`src/cis_regs.svh`:
```
`ifndef CIS_REGS_SVH
`define CIS_REGS_SVH
// Summary of operation
// - the starved bit (bit 3 of the converter error register) shows that the converter clock is too slow.
// - the left clip bit (bit 2) sets on a left clip and holds until the converter error register is read.
// - the right clip bit (bit 1) sets on a right clip and holds until the converter error register is read.
// - the fast-mode click bit (bit 0) follows fast mode and after a read interrupts again only on a change.
// - left clip, right clip and click bits interrupt only with their enable bit at 1; starved has none.
// - summary bit 7 sets while any enabled converter error is pending and holds until the status read.
// - bit 6 sets when the host writes the transmit status buffer during its copy to the transmit buffer.
// - bit 5 sets when the transmit buffer is empty and holds until the status register is read.
// - bit 4 sets when the transmit status buffer has sent its block and holds until read.
// - bit 3 sets when the A and B status blocks differ, holds until read and never interrupts.
// - bit 2 sets when the receive user-bit buffer holds a new block and holds until read.
// - bit 1 sets on each new status block with change select 0, or only on a change with it at 1.
// - bit 0 sets while any enabled receiver error is asserted and holds until the status read.
// - each status bit interrupts only with its enable bit at 1; the enable position of bit 3 is reserved.
// - a receiver error flag feeds the receive error summary only with its enable bit at 1.

`define CIS_ADDR_SRC_ERR 7'h1a
`define CIS_ADDR_SRC_EN 7'h1b
`define CIS_ADDR_INT_STAT 7'h1c
`define CIS_ADDR_INT_EN 7'h1d

`define CIS_SRC_STARVED_BIT 3
`define CIS_SRC_CLIP_L_BIT 2
`define CIS_SRC_CLIP_R_BIT 1
`define CIS_SRC_CLICK_BIT 0
`define CIS_SRC_FOLLOW 4'h9

`define CIS_INT_SRC_BIT 7
`define CIS_INT_COLL_BIT 6
`define CIS_INT_TXEMPTY_BIT 5
`define CIS_INT_TXSENT_BIT 4
`define CIS_INT_ABDIFF_BIT 3
`define CIS_INT_RXUSER_BIT 2
`define CIS_INT_RXCS_BIT 1
`define CIS_INT_RXERR_BIT 0

`define CIS_SRC_EN_WRITABLE 8'h07
`define CIS_INT_EN_WRITABLE 8'hf7
`define CIS_REG_RESET 8'h00
`define CIS_FLAG_RESET 1'b0
`define CIS_SPI_LAST_BIT 3'h7
`define CIS_SPI_READ 1'b1
`endif

```
`src/cis_pkg.sv`:
```
package cis_pkg;
  typedef enum logic [1:0] {
    SPI_ADDR,
    SPI_DATA,
    SPI_DONE
  } cis_spi_state_type;
  typedef logic [7:0] cis_byte_type;
  typedef logic [6:0] cis_addr_type;
endpackage

```
`src/cis_flag_bank.sv`:
```
`include "cis_regs.svh"
module cis_flag_bank #(
  parameter int WIDTH = 8
) (
  input wire logic mclk,
  input wire logic rst_b,
  input wire logic [WIDTH-1:0] sticky_set,
  input wire logic [WIDTH-1:0] level_in,
  input wire logic [WIDTH-1:0] follow_sel,
  input wire logic rd_clear,
  output logic [WIDTH-1:0] flag_reg,
  output logic [WIDTH-1:0] pending_reg
);
  // ****************************************************************
  // per-bit flag: sticky (set wins over read clear) or level-following
  // ****************************************************************
  genvar i;
  generate
    for (i = 0; i < WIDTH; i++) begin : g_bit
      always_ff @(posedge mclk or negedge rst_b) begin
        if (!rst_b) begin
          flag_reg[i] <= `CIS_FLAG_RESET;
        end else if (follow_sel[i]) begin
          flag_reg[i] <= level_in[i];
        end else if (sticky_set[i]) begin
          flag_reg[i] <= 1'b1;
        end else if (rd_clear) begin
          flag_reg[i] <= 1'b0;
        end
      end
      // a following bit interrupts once per change, a read only acknowledges it
      always_ff @(posedge mclk or negedge rst_b) begin
        if (!rst_b) begin
          pending_reg[i] <= `CIS_FLAG_RESET;
        end else if (follow_sel[i]) begin
          if (level_in[i] != flag_reg[i]) begin
            pending_reg[i] <= 1'b1;
          end else if (rd_clear) begin
            pending_reg[i] <= 1'b0;
          end
        end else if (sticky_set[i]) begin
          pending_reg[i] <= 1'b1;
        end else if (rd_clear) begin
          pending_reg[i] <= 1'b0;
        end
      end
    end
  endgenerate
endmodule // cis_flag_bank

```
`src/cis_spi_slave.sv`:
```
`include "cis_regs.svh"
module cis_spi_slave (
  input wire logic mclk,
  input wire logic rst_b,
  input wire logic ctl_clk,
  input wire logic ctl_data_in,
  input wire logic ctl_latch_b,
  output logic ctl_data_out,
  output logic rd_req,
  output logic wr_req,
  output cis_pkg::cis_addr_type addr_reg,
  output cis_pkg::cis_byte_type wdata_reg,
  input wire cis_pkg::cis_byte_type rd_data
);
  import cis_pkg::*;

  // ****************************************************************
  // pin synchronisers
  // ****************************************************************
  logic clk_s1, clk_s2, clk_s3, dat_s1, dat_s2, lat_b_s1, lat_b_s2;
  always_ff @(posedge mclk or negedge rst_b) begin
    if (!rst_b) begin
      clk_s1 <= 1'b0;
      clk_s2 <= 1'b0;
      clk_s3 <= 1'b0;
      dat_s1 <= 1'b0;
      dat_s2 <= 1'b0;
      lat_b_s1 <= 1'b1;
      lat_b_s2 <= 1'b1;
    end else begin
      clk_s1 <= ctl_clk;
      clk_s2 <= clk_s1;
      clk_s3 <= clk_s2;
      dat_s1 <= ctl_data_in;
      dat_s2 <= dat_s1;
      lat_b_s1 <= ctl_latch_b;
      lat_b_s2 <= lat_b_s1;
    end
  end
  logic rise, fall;
  assign rise = clk_s2 & ~clk_s3;
  assign fall = ~clk_s2 & clk_s3;

  // ****************************************************************
  // frame: 7 address bits, read/write bit, 8 data bits, msb first
  // ****************************************************************
  cis_spi_state_type state_reg;
  logic [2:0] cnt_reg;
  logic [6:0] shift_reg;
  logic rw_reg;
  always_ff @(posedge mclk or negedge rst_b) begin
    if (!rst_b) begin
      state_reg <= SPI_ADDR;
      cnt_reg <= 3'h0;
      shift_reg <= 7'h00;
      rw_reg <= 1'b0;
      addr_reg <= 7'h00;
      wdata_reg <= 8'h00;
      rd_req <= 1'b0;
      wr_req <= 1'b0;
    end else begin
      rd_req <= 1'b0;
      wr_req <= 1'b0;
      if (lat_b_s2) begin
        state_reg <= SPI_ADDR;
        cnt_reg <= 3'h0;
      end else if (rise) begin
        shift_reg <= {shift_reg[5:0], dat_s2};
        cnt_reg <= cnt_reg + 3'h1;
        case (state_reg)
          SPI_ADDR: begin
            if (cnt_reg == `CIS_SPI_LAST_BIT) begin
              addr_reg <= shift_reg;
              rw_reg <= dat_s2;
              rd_req <= (dat_s2 == `CIS_SPI_READ);
              state_reg <= SPI_DATA;
            end
          end
          SPI_DATA: begin
            if (cnt_reg == `CIS_SPI_LAST_BIT) begin
              wdata_reg <= {shift_reg, dat_s2};
              wr_req <= (rw_reg != `CIS_SPI_READ);
              state_reg <= SPI_DONE;
            end
          end
          SPI_DONE: begin
            cnt_reg <= cnt_reg;
          end
          default: begin
            state_reg <= SPI_ADDR;
          end
        endcase
      end
    end
  end

  // ****************************************************************
  // read data leaves on falling edges so the host samples on rising
  // ****************************************************************
  logic [7:0] out_shift_reg;
  always_ff @(posedge mclk or negedge rst_b) begin
    if (!rst_b) begin
      out_shift_reg <= 8'h00;
    end else if (rd_req) begin
      out_shift_reg <= rd_data;
    end else if (fall && state_reg == SPI_DATA) begin
      out_shift_reg <= {out_shift_reg[6:0], 1'b0};
    end
  end
  always_ff @(posedge mclk or negedge rst_b) begin
    if (!rst_b) begin
      ctl_data_out <= 1'b0;
    end else if (lat_b_s2) begin
      ctl_data_out <= 1'b0;
    end else if (fall && state_reg == SPI_DATA && rw_reg == `CIS_SPI_READ) begin
      ctl_data_out <= out_shift_reg[7];
    end
  end
endmodule // cis_spi_slave

```
`src/cis_top.sv`:
```
`include "cis_regs.svh"
module cis_top (
  input wire logic mclk,
  input wire logic rst_b,
  input wire logic ctl_clk,
  input wire logic ctl_data_in,
  input wire logic ctl_latch_b,
  output logic ctl_data_out,
  input wire logic src_too_slow,
  input wire logic src_clip_left,
  input wire logic src_clip_right,
  input wire logic src_fast_mode,
  input wire logic tx_cs_write_collision,
  input wire logic tx_buffer_empty,
  input wire logic tx_cs_block_done,
  input wire logic rx_cs_ab_differ,
  input wire logic rx_user_block_new,
  input wire logic rx_cs_block_new,
  input wire logic rx_cs_changed,
  input wire logic rx_status_change_select,
  input wire cis_pkg::cis_byte_type rx_error_flags,
  input wire cis_pkg::cis_byte_type rx_error_enables,
  output logic irq_req,
  output logic rate_conv_mute_hint
);
  import cis_pkg::*;

  // ****************************************************************
  // serial control port
  // ****************************************************************
  logic rd_req, wr_req;
  cis_addr_type addr;
  cis_byte_type wdata, rd_data;
  cis_spi_slave u_spi (
    .mclk(mclk),
    .rst_b(rst_b),
    .ctl_clk(ctl_clk),
    .ctl_data_in(ctl_data_in),
    .ctl_latch_b(ctl_latch_b),
    .ctl_data_out(ctl_data_out),
    .rd_req(rd_req),
    .wr_req(wr_req),
    .addr_reg(addr),
    .wdata_reg(wdata),
    .rd_data(rd_data)
  );

  // ****************************************************************
  // enable (mask) registers
  // ****************************************************************
  cis_byte_type rate_conv_error_enables_reg, interrupt_summary_enables_reg;
  always_ff @(posedge mclk or negedge rst_b) begin
    if (!rst_b) begin
      rate_conv_error_enables_reg <= `CIS_REG_RESET;
    end else if (wr_req && addr == `CIS_ADDR_SRC_EN) begin
      // starved bit has no enable position
      rate_conv_error_enables_reg <= wdata & `CIS_SRC_EN_WRITABLE;
    end
  end
  always_ff @(posedge mclk or negedge rst_b) begin
    if (!rst_b) begin
      interrupt_summary_enables_reg <= `CIS_REG_RESET;
    end else if (wr_req && addr == `CIS_ADDR_INT_EN) begin
      // mismatch enable position stays reserved at zero
      interrupt_summary_enables_reg <= wdata & `CIS_INT_EN_WRITABLE;
    end
  end

  // ****************************************************************
  // converter error flags
  // ****************************************************************
  logic [3:0] src_set, src_level, src_flag, src_pend;
  logic src_rd_clear, src_irq;
  assign src_rd_clear = rd_req && addr == `CIS_ADDR_SRC_ERR;
  always_comb begin
    src_set = 4'h0;
    src_level = 4'h0;
    src_level[`CIS_SRC_STARVED_BIT] = src_too_slow;
    src_set[`CIS_SRC_CLIP_L_BIT] = src_clip_left;
    src_set[`CIS_SRC_CLIP_R_BIT] = src_clip_right;
    src_level[`CIS_SRC_CLICK_BIT] = src_fast_mode;
  end
  cis_flag_bank #(.WIDTH(4)) u_src_flags (
    .mclk(mclk),
    .rst_b(rst_b),
    .sticky_set(src_set),
    .level_in(src_level),
    .follow_sel(`CIS_SRC_FOLLOW),
    .rd_clear(src_rd_clear),
    .flag_reg(src_flag),
    .pending_reg(src_pend)
  );
  // a following bit only counts while its change is unacknowledged
  assign src_irq = |(src_pend[2:0] & rate_conv_error_enables_reg[2:0]);

  // ****************************************************************
  // interrupt status flags
  // ****************************************************************
  cis_byte_type int_set, int_flag, rx_err_enabled;
  logic int_rd_clear;
  assign int_rd_clear = rd_req && addr == `CIS_ADDR_INT_STAT;
  assign rx_err_enabled = rx_error_flags & rx_error_enables;
  always_comb begin
    int_set = 8'h00;
    // set while the cause persists, so a read cannot hide an open converter error
    int_set[`CIS_INT_SRC_BIT] = src_irq;
    int_set[`CIS_INT_COLL_BIT] = tx_cs_write_collision;
    int_set[`CIS_INT_TXEMPTY_BIT] = tx_buffer_empty;
    int_set[`CIS_INT_TXSENT_BIT] = tx_cs_block_done;
    int_set[`CIS_INT_ABDIFF_BIT] = rx_cs_ab_differ;
    int_set[`CIS_INT_RXUSER_BIT] = rx_user_block_new;
    int_set[`CIS_INT_RXCS_BIT] = rx_status_change_select ? rx_cs_changed
                                                         : rx_cs_block_new;
    int_set[`CIS_INT_RXERR_BIT] = |rx_err_enabled;
  end
  cis_flag_bank #(.WIDTH(8)) u_int_flags (
    .mclk(mclk),
    .rst_b(rst_b),
    .sticky_set(int_set),
    .level_in(8'h00),
    .follow_sel(8'h00),
    .rd_clear(int_rd_clear),
    .flag_reg(int_flag),
    .pending_reg()
  );

  // ****************************************************************
  // interrupt request and outputs
  // ****************************************************************
  always_ff @(posedge mclk or negedge rst_b) begin
    if (!rst_b) begin
      irq_req <= 1'b0;
    end else begin
      // writable mask excludes the mismatch bit
      irq_req <= |(int_flag & interrupt_summary_enables_reg & `CIS_INT_EN_WRITABLE);
    end
  end
  always_ff @(posedge mclk or negedge rst_b) begin
    if (!rst_b) begin
      rate_conv_mute_hint <= 1'b0;
    end else begin
      rate_conv_mute_hint <= src_flag[`CIS_SRC_CLICK_BIT];
    end
  end

  // ****************************************************************
  // read back; addresses outside this block read zero
  // ****************************************************************
  always_comb begin
    case (addr)
      `CIS_ADDR_SRC_ERR: rd_data = {4'h0, src_flag};
      `CIS_ADDR_SRC_EN: rd_data = rate_conv_error_enables_reg;
      `CIS_ADDR_INT_STAT: rd_data = int_flag;
      `CIS_ADDR_INT_EN: rd_data = interrupt_summary_enables_reg;
      default: rd_data = 8'h00;
    endcase
  end
endmodule // cis_top

```
`config.mk`:
```
export PLATFORM = sky130hd
export DESIGN_NAME = cis_top
export DESIGN_NICKNAME = d
export VERILOG_FILES = /design/src/cis_pkg.sv /design/src/cis_flag_bank.sv /design/src/cis_spi_slave.sv /design/src/cis_top.sv
export VERILOG_INCLUDE_DIRS = /design/src /design/src/src
export SDC_FILE = /design/constraint.sdc
export NUM_CORES = 1
export LEC_CHECK = 0
export BUFFER_PORTS_ARGS = -buffer_cell sky130_fd_sc_hd__buf_2
export CAP_MARGIN = 20
export CELL_PAD_IN_SITES_DETAIL_PLACEMENT = 1
export CELL_PAD_IN_SITES_GLOBAL_PLACEMENT = 2
export CORE_UTILIZATION = 46
export CTS_BUF_LIST = sky130_fd_sc_hd__clkbuf_4
export DETAILED_ROUTE_END_ITERATION = 8
export PLACE_DENSITY_LB_ADDON = 0.1
export SLEW_MARGIN = 5
export SYNTH_ARGS = -nofsm -noshare
export SYNTH_HDL_FRONTEND = slang
export SYNTH_HIERARCHICAL = 1
export SYNTH_SLANG_ARGS = --single-unit
export TNS_END_PERCENT = 100
```
`constraint.sdc`:
```
create_clock -name mclk -period 5.6 [get_ports mclk]
set_clock_uncertainty 0.2 [all_clocks]
set_input_delay 1.12 -clock mclk [delete_from_list [all_inputs] [get_ports mclk]]
set_output_delay 1.12 -clock mclk [all_outputs]
set_load 0.005 [all_outputs]
```
**Yosys cells after proc, flatten, opt, wreduce, memory -nomap -nowiden**

Cells that the tools add are included.

- Register bits after elaboration: 71
- Bits of input ports: 33
- Output and inout port bits: 3
- Word-level logic and storage cells: 119

- Add/sub/neg operators: 1
- Equal/unequal tests: 11
- Muxes and demuxes: 35
- Bitwise logic cells: 9
- Reduce and logical (&&, ||, !) cells: 29

Operators by type and width:

| operator | count |
|---|---|
| 8-bit case mux with 4 select lines | 1 |
| 7-bit by 5-bit == test with 1-bit output, second input constant | 4 |
| 2-bit nonzero test | 14 |
| 1-bit two-way mux | 24 |
| 8-bit AND | 2 |
| 8-bit two-way mux | 2 |
| 4-bit AND reduction | 3 |
| 3-bit two-way mux | 3 |
| 2-bit two-way mux | 4 |
| 8-bit OR reduction | 1 |
| 7-bit OR reduction | 1 |
| 1-bit logical AND | 6 |
| 3-bit by 1-bit inequality test with 1-bit output, second input constant | 2 |
| 2-bit case mux with 3 select lines | 1 |
| 1-bit NOT | 4 |
| 2-bit AND reduction | 2 |
| 3-bit by 1-bit adder with 3-bit output, second input constant | 1 |
| 3-bit AND | 1 |
| 3-bit == test, second input constant | 1 |
| 3-bit OR reduction | 1 |
| 1-bit AND | 2 |
| 2-bit by 1-bit == test with 1-bit output, second input constant | 1 |
| 2-bit == test, second input constant | 1 |
| 2-bit logical NOT | 1 |
| 2 further kinds | 2 |

**Depth between registers and ports, before layout**

- Depth in word-level cells: 6
- Mapped depth: 5
- Mapped depth without buffers: 5

**Modules after synthesis**

Netlist, hierarchy kept.

Modules (own cells, without submodules):

| module | instances | cells an instance | area an instance (um^2) | seq. area each (um^2) |
|---|---|---|---|---|
| cis_spi_slave | 1 | 127 | 1800.5 | 1153.6 |
| cis_flag_bank (u_int_flags) | 1 | 65 | 804.5 | 400.4 |
| cis_top | 1 | 68 | 789.5 | 300.3 |
| cis_flag_bank (u_src_flags) | 1 | 33 | 389.1 | 200.2 |

**Worst setup path before layout**

No wires, ideal clock.

- Path type: input-to-reg
- Start: input rx_status_change_select
- End: register, netlist name u_int_flags/pending_reg[1]
- Setup time: 126 ps
- Data arrival time: 1831 ps
- Required time: 5274 ps
- Setup slack: 3442 ps
- Stages on the path: 3
- Buffers on the path: 0
- Cell sequence: mux2_2 > nor2b_1 > a221o_2

RTL lines:

| what | RTL line | text |
|---|---|---|
| from (decl) | cis_top.sv:20 | `input wire logic rx_status_change_select,` |

**Final worst setup path**

- Start: register u_spi.ctl_data_out
- End: output ctl_data_out

RTL lines:

| what | RTL line | text |
|---|---|---|
| from (decl) | cis_spi_slave.sv:8 | `output logic ctl_data_out,` |
| from (signal assigned) | cis_spi_slave.sv:116 | `ctl_data_out <= out_shift_reg[7];` |
| to (decl) | cis_top.sv:8 | `output logic ctl_data_out,` |

No word-level cell between the ends.

==> flow_summary.json <==
{
  "status": "finished clean",
  "root_buffer": "clkbuf_4",
  "ys_warn_count": 6,
  "syn_inst": 254,
  "vias": 2185,
  "ctsResizeCount": 0,
  "grt_use_total_pct": 20.21,
  "dieHeight_um": 86.48,
  "drtPass1Iterations": 7,
  "fin_setup_tns_ns": 0,
  "avgViaCountPerCell": 4.966,
  "crit_family": "flip-flops",
  "cp-start-kind": "flip-flop",
  "first_global_vias": 2321,
  "p_per_area_nw_per_um2": 265.7,
  "worstPathMaxFanout": 2,
  "crit_chain": "buf_2",
  "crit_type": "flip-flop to output port",
  "portBuffers": 35,
  "drc_errors": 0,
  "tightest_slew_ns": 0.9147,
  "hpwl_mm": 4.591,
  "hold_class": "flip-flop to flip-flop",
  "fp.coreArea_um2": 6832,
  "diodes": 0,
  "gp_congestion": 0.7593,
  "die_w_um": 86.48,
  "dieArea_um2": 7479,
  "h-tree-depth": 3,
  "hold_violations": 0,
  "clockBufferDepth": 2,
  "rsz0062_at_grt": "false",
  "max_stage_delay_ns": 0.40,
  "drive_gt1_share_pct": 28.49,
  "cts.sinks": 72,
  "postRouteAntennaNets": 0,
  "wirelength_mm": 6.436,
  "clk_latency_ns": 0.42,
  "ir_worst_vdd_v": 0.0002503,
  "cts_tree": "yes",
  "fillers": 750,
  "finalPower_uw": 1028,
  "clk_pin_slew_ns": 0.13,
  "antenna_found_initial": 0,
  "avgRoutedWirePerCell_um": 14.63,
  "slowest_stage": "dfrtp_1",
  "maxCapViolCount": 0,
  "slew_violations": 0,
  "hold_buffers": 0,
  "total_leakage_power_uw": 0.001824,
  "numCtsBuffers": 9,
  "regToRegSetupSlack_ns": 3.61,
  "crit_buf_inv": 1,
  "area_delta_synth_final_pct": 17.84,
  "crit_arrival_ns": 0.94,
  "drt_iter0_drc": 109,
  "grt_max_degree": 73,
  "final_nets": 374,
  "num_rows": 30,
  "required_ns": 4.28,
  "syn_avg_cell_area_um2": 12.93,
  "endpoint_kind": "output port",
  "cts_setup_buffers": 0,
  "final-setup-viol-count": 0,
  "finalCritPeriodShare_pct": 40.31,
  "initial_core_util_pct": 48.06,
  "fin_area_um2": 3869,
  "relSlewSlack_pct": 39.02,
  "place_area_um2": 3704,
  "synth_area_um2": 3283,
  "pin_count": 36,
  "min_period_ns": 2.257,
  "grt_pass1_wl_mm": 11.36,
  "fmax_mhz": 443.0,
  "grt_overflow": 0
}
[worst paths after layout]
check                                                    start                                  end  depth (start not counted)
worst max-delay path            u_spi/ctl_data_out$_DFFE_PN0P_                         ctl_data_out                          1
worst min-delay path                    u_spi/clk_s1$_DFF_PN0_               u_spi/clk_s2$_DFF_PN0_                          0
worst max register to register   u_spi/addr_reg[0]$_DFFE_PN0P_  u_int_flags/flag_reg[7]$_DFFE_PN0P_                          4
worst min register to register          u_spi/clk_s1$_DFF_PN0_               u_spi/clk_s2$_DFF_PN0_                          0
max in group asynchronous                                rst_b        u_spi/addr_reg[6]$_DFFE_PN0P_                          2
min in group asynchronous                                rst_b  u_int_flags/flag_reg[1]$_DFFE_PN0P_                          2
[metal layers]
| metal | routed length (µm) | track usage [%] |
|---|---|---|
| met1 | 3114 | 27.22 |
| met2 | 3024 | 31.31 |
| met3 | 189 | 6.000 |
| met4 | 109 | 6.970 |
| met5 | 0 | 0 |
[layout make-up]
type | instances | area (µm²) | area share, %
Clock buffer | 10 | 75.07 | 1.940
Clock inverter | 6 | 90.09 | 2.329
Inverter | 3 | 11.26 | 0.2911
Multi-Input combinational cell | 217 | 1585 | 40.98
Sequential cell | 72 | 1804 | 46.64
Tap cell | 96 | 120.1 | 3.105
Timing Repair Buffer | 36 | 182.7 | 4.722
[where the power goes]
part | total [µW] | leakage (µW) | switching, µW | internal, µW
registers | 578 | 0.000916 | 27.3 | 551
clock network | 375 | 0.0000874 | 186 | 189
logic | 74.9 | 0.000820 | 33.1 | 41.8
[through the flow]
step	util [%]	std cells	setup WS [ns]	hold WS [ns]
after global placement	54.21	424	3.421	0.1340
after floorplan	-	297	3.595	0.1312
after CTS	56.63	440	3.306	0.1446
after detailed placement	54.21	424	3.411	0.1356
after global routing	56.63	440	3.280	0.1665
final	56.63	440	3.343	0.1407
[layout by cell type, fill, tap and decap left out, drive strengths merged, types with 2 or more instances in the layout]
master   n
o31a    12
a21oi    4
nand3    4
nand2b  15
a22oi    7
xor2     3
clkbuf  10
dfstp    2
mux2i   17
inv      5
dfrtp   70
and2b    9
and3     3
nor2     8
conb    45
buf     36
and4bb   3
o21ai   11
ha       2
bufinv   2
o22ai    3
and4     2
mux2    32
nor2b   10
a222oi   2
nand2   12
a221o    3
o211ai   2
No activity file was read; power rests on OpenSTA's default activity.
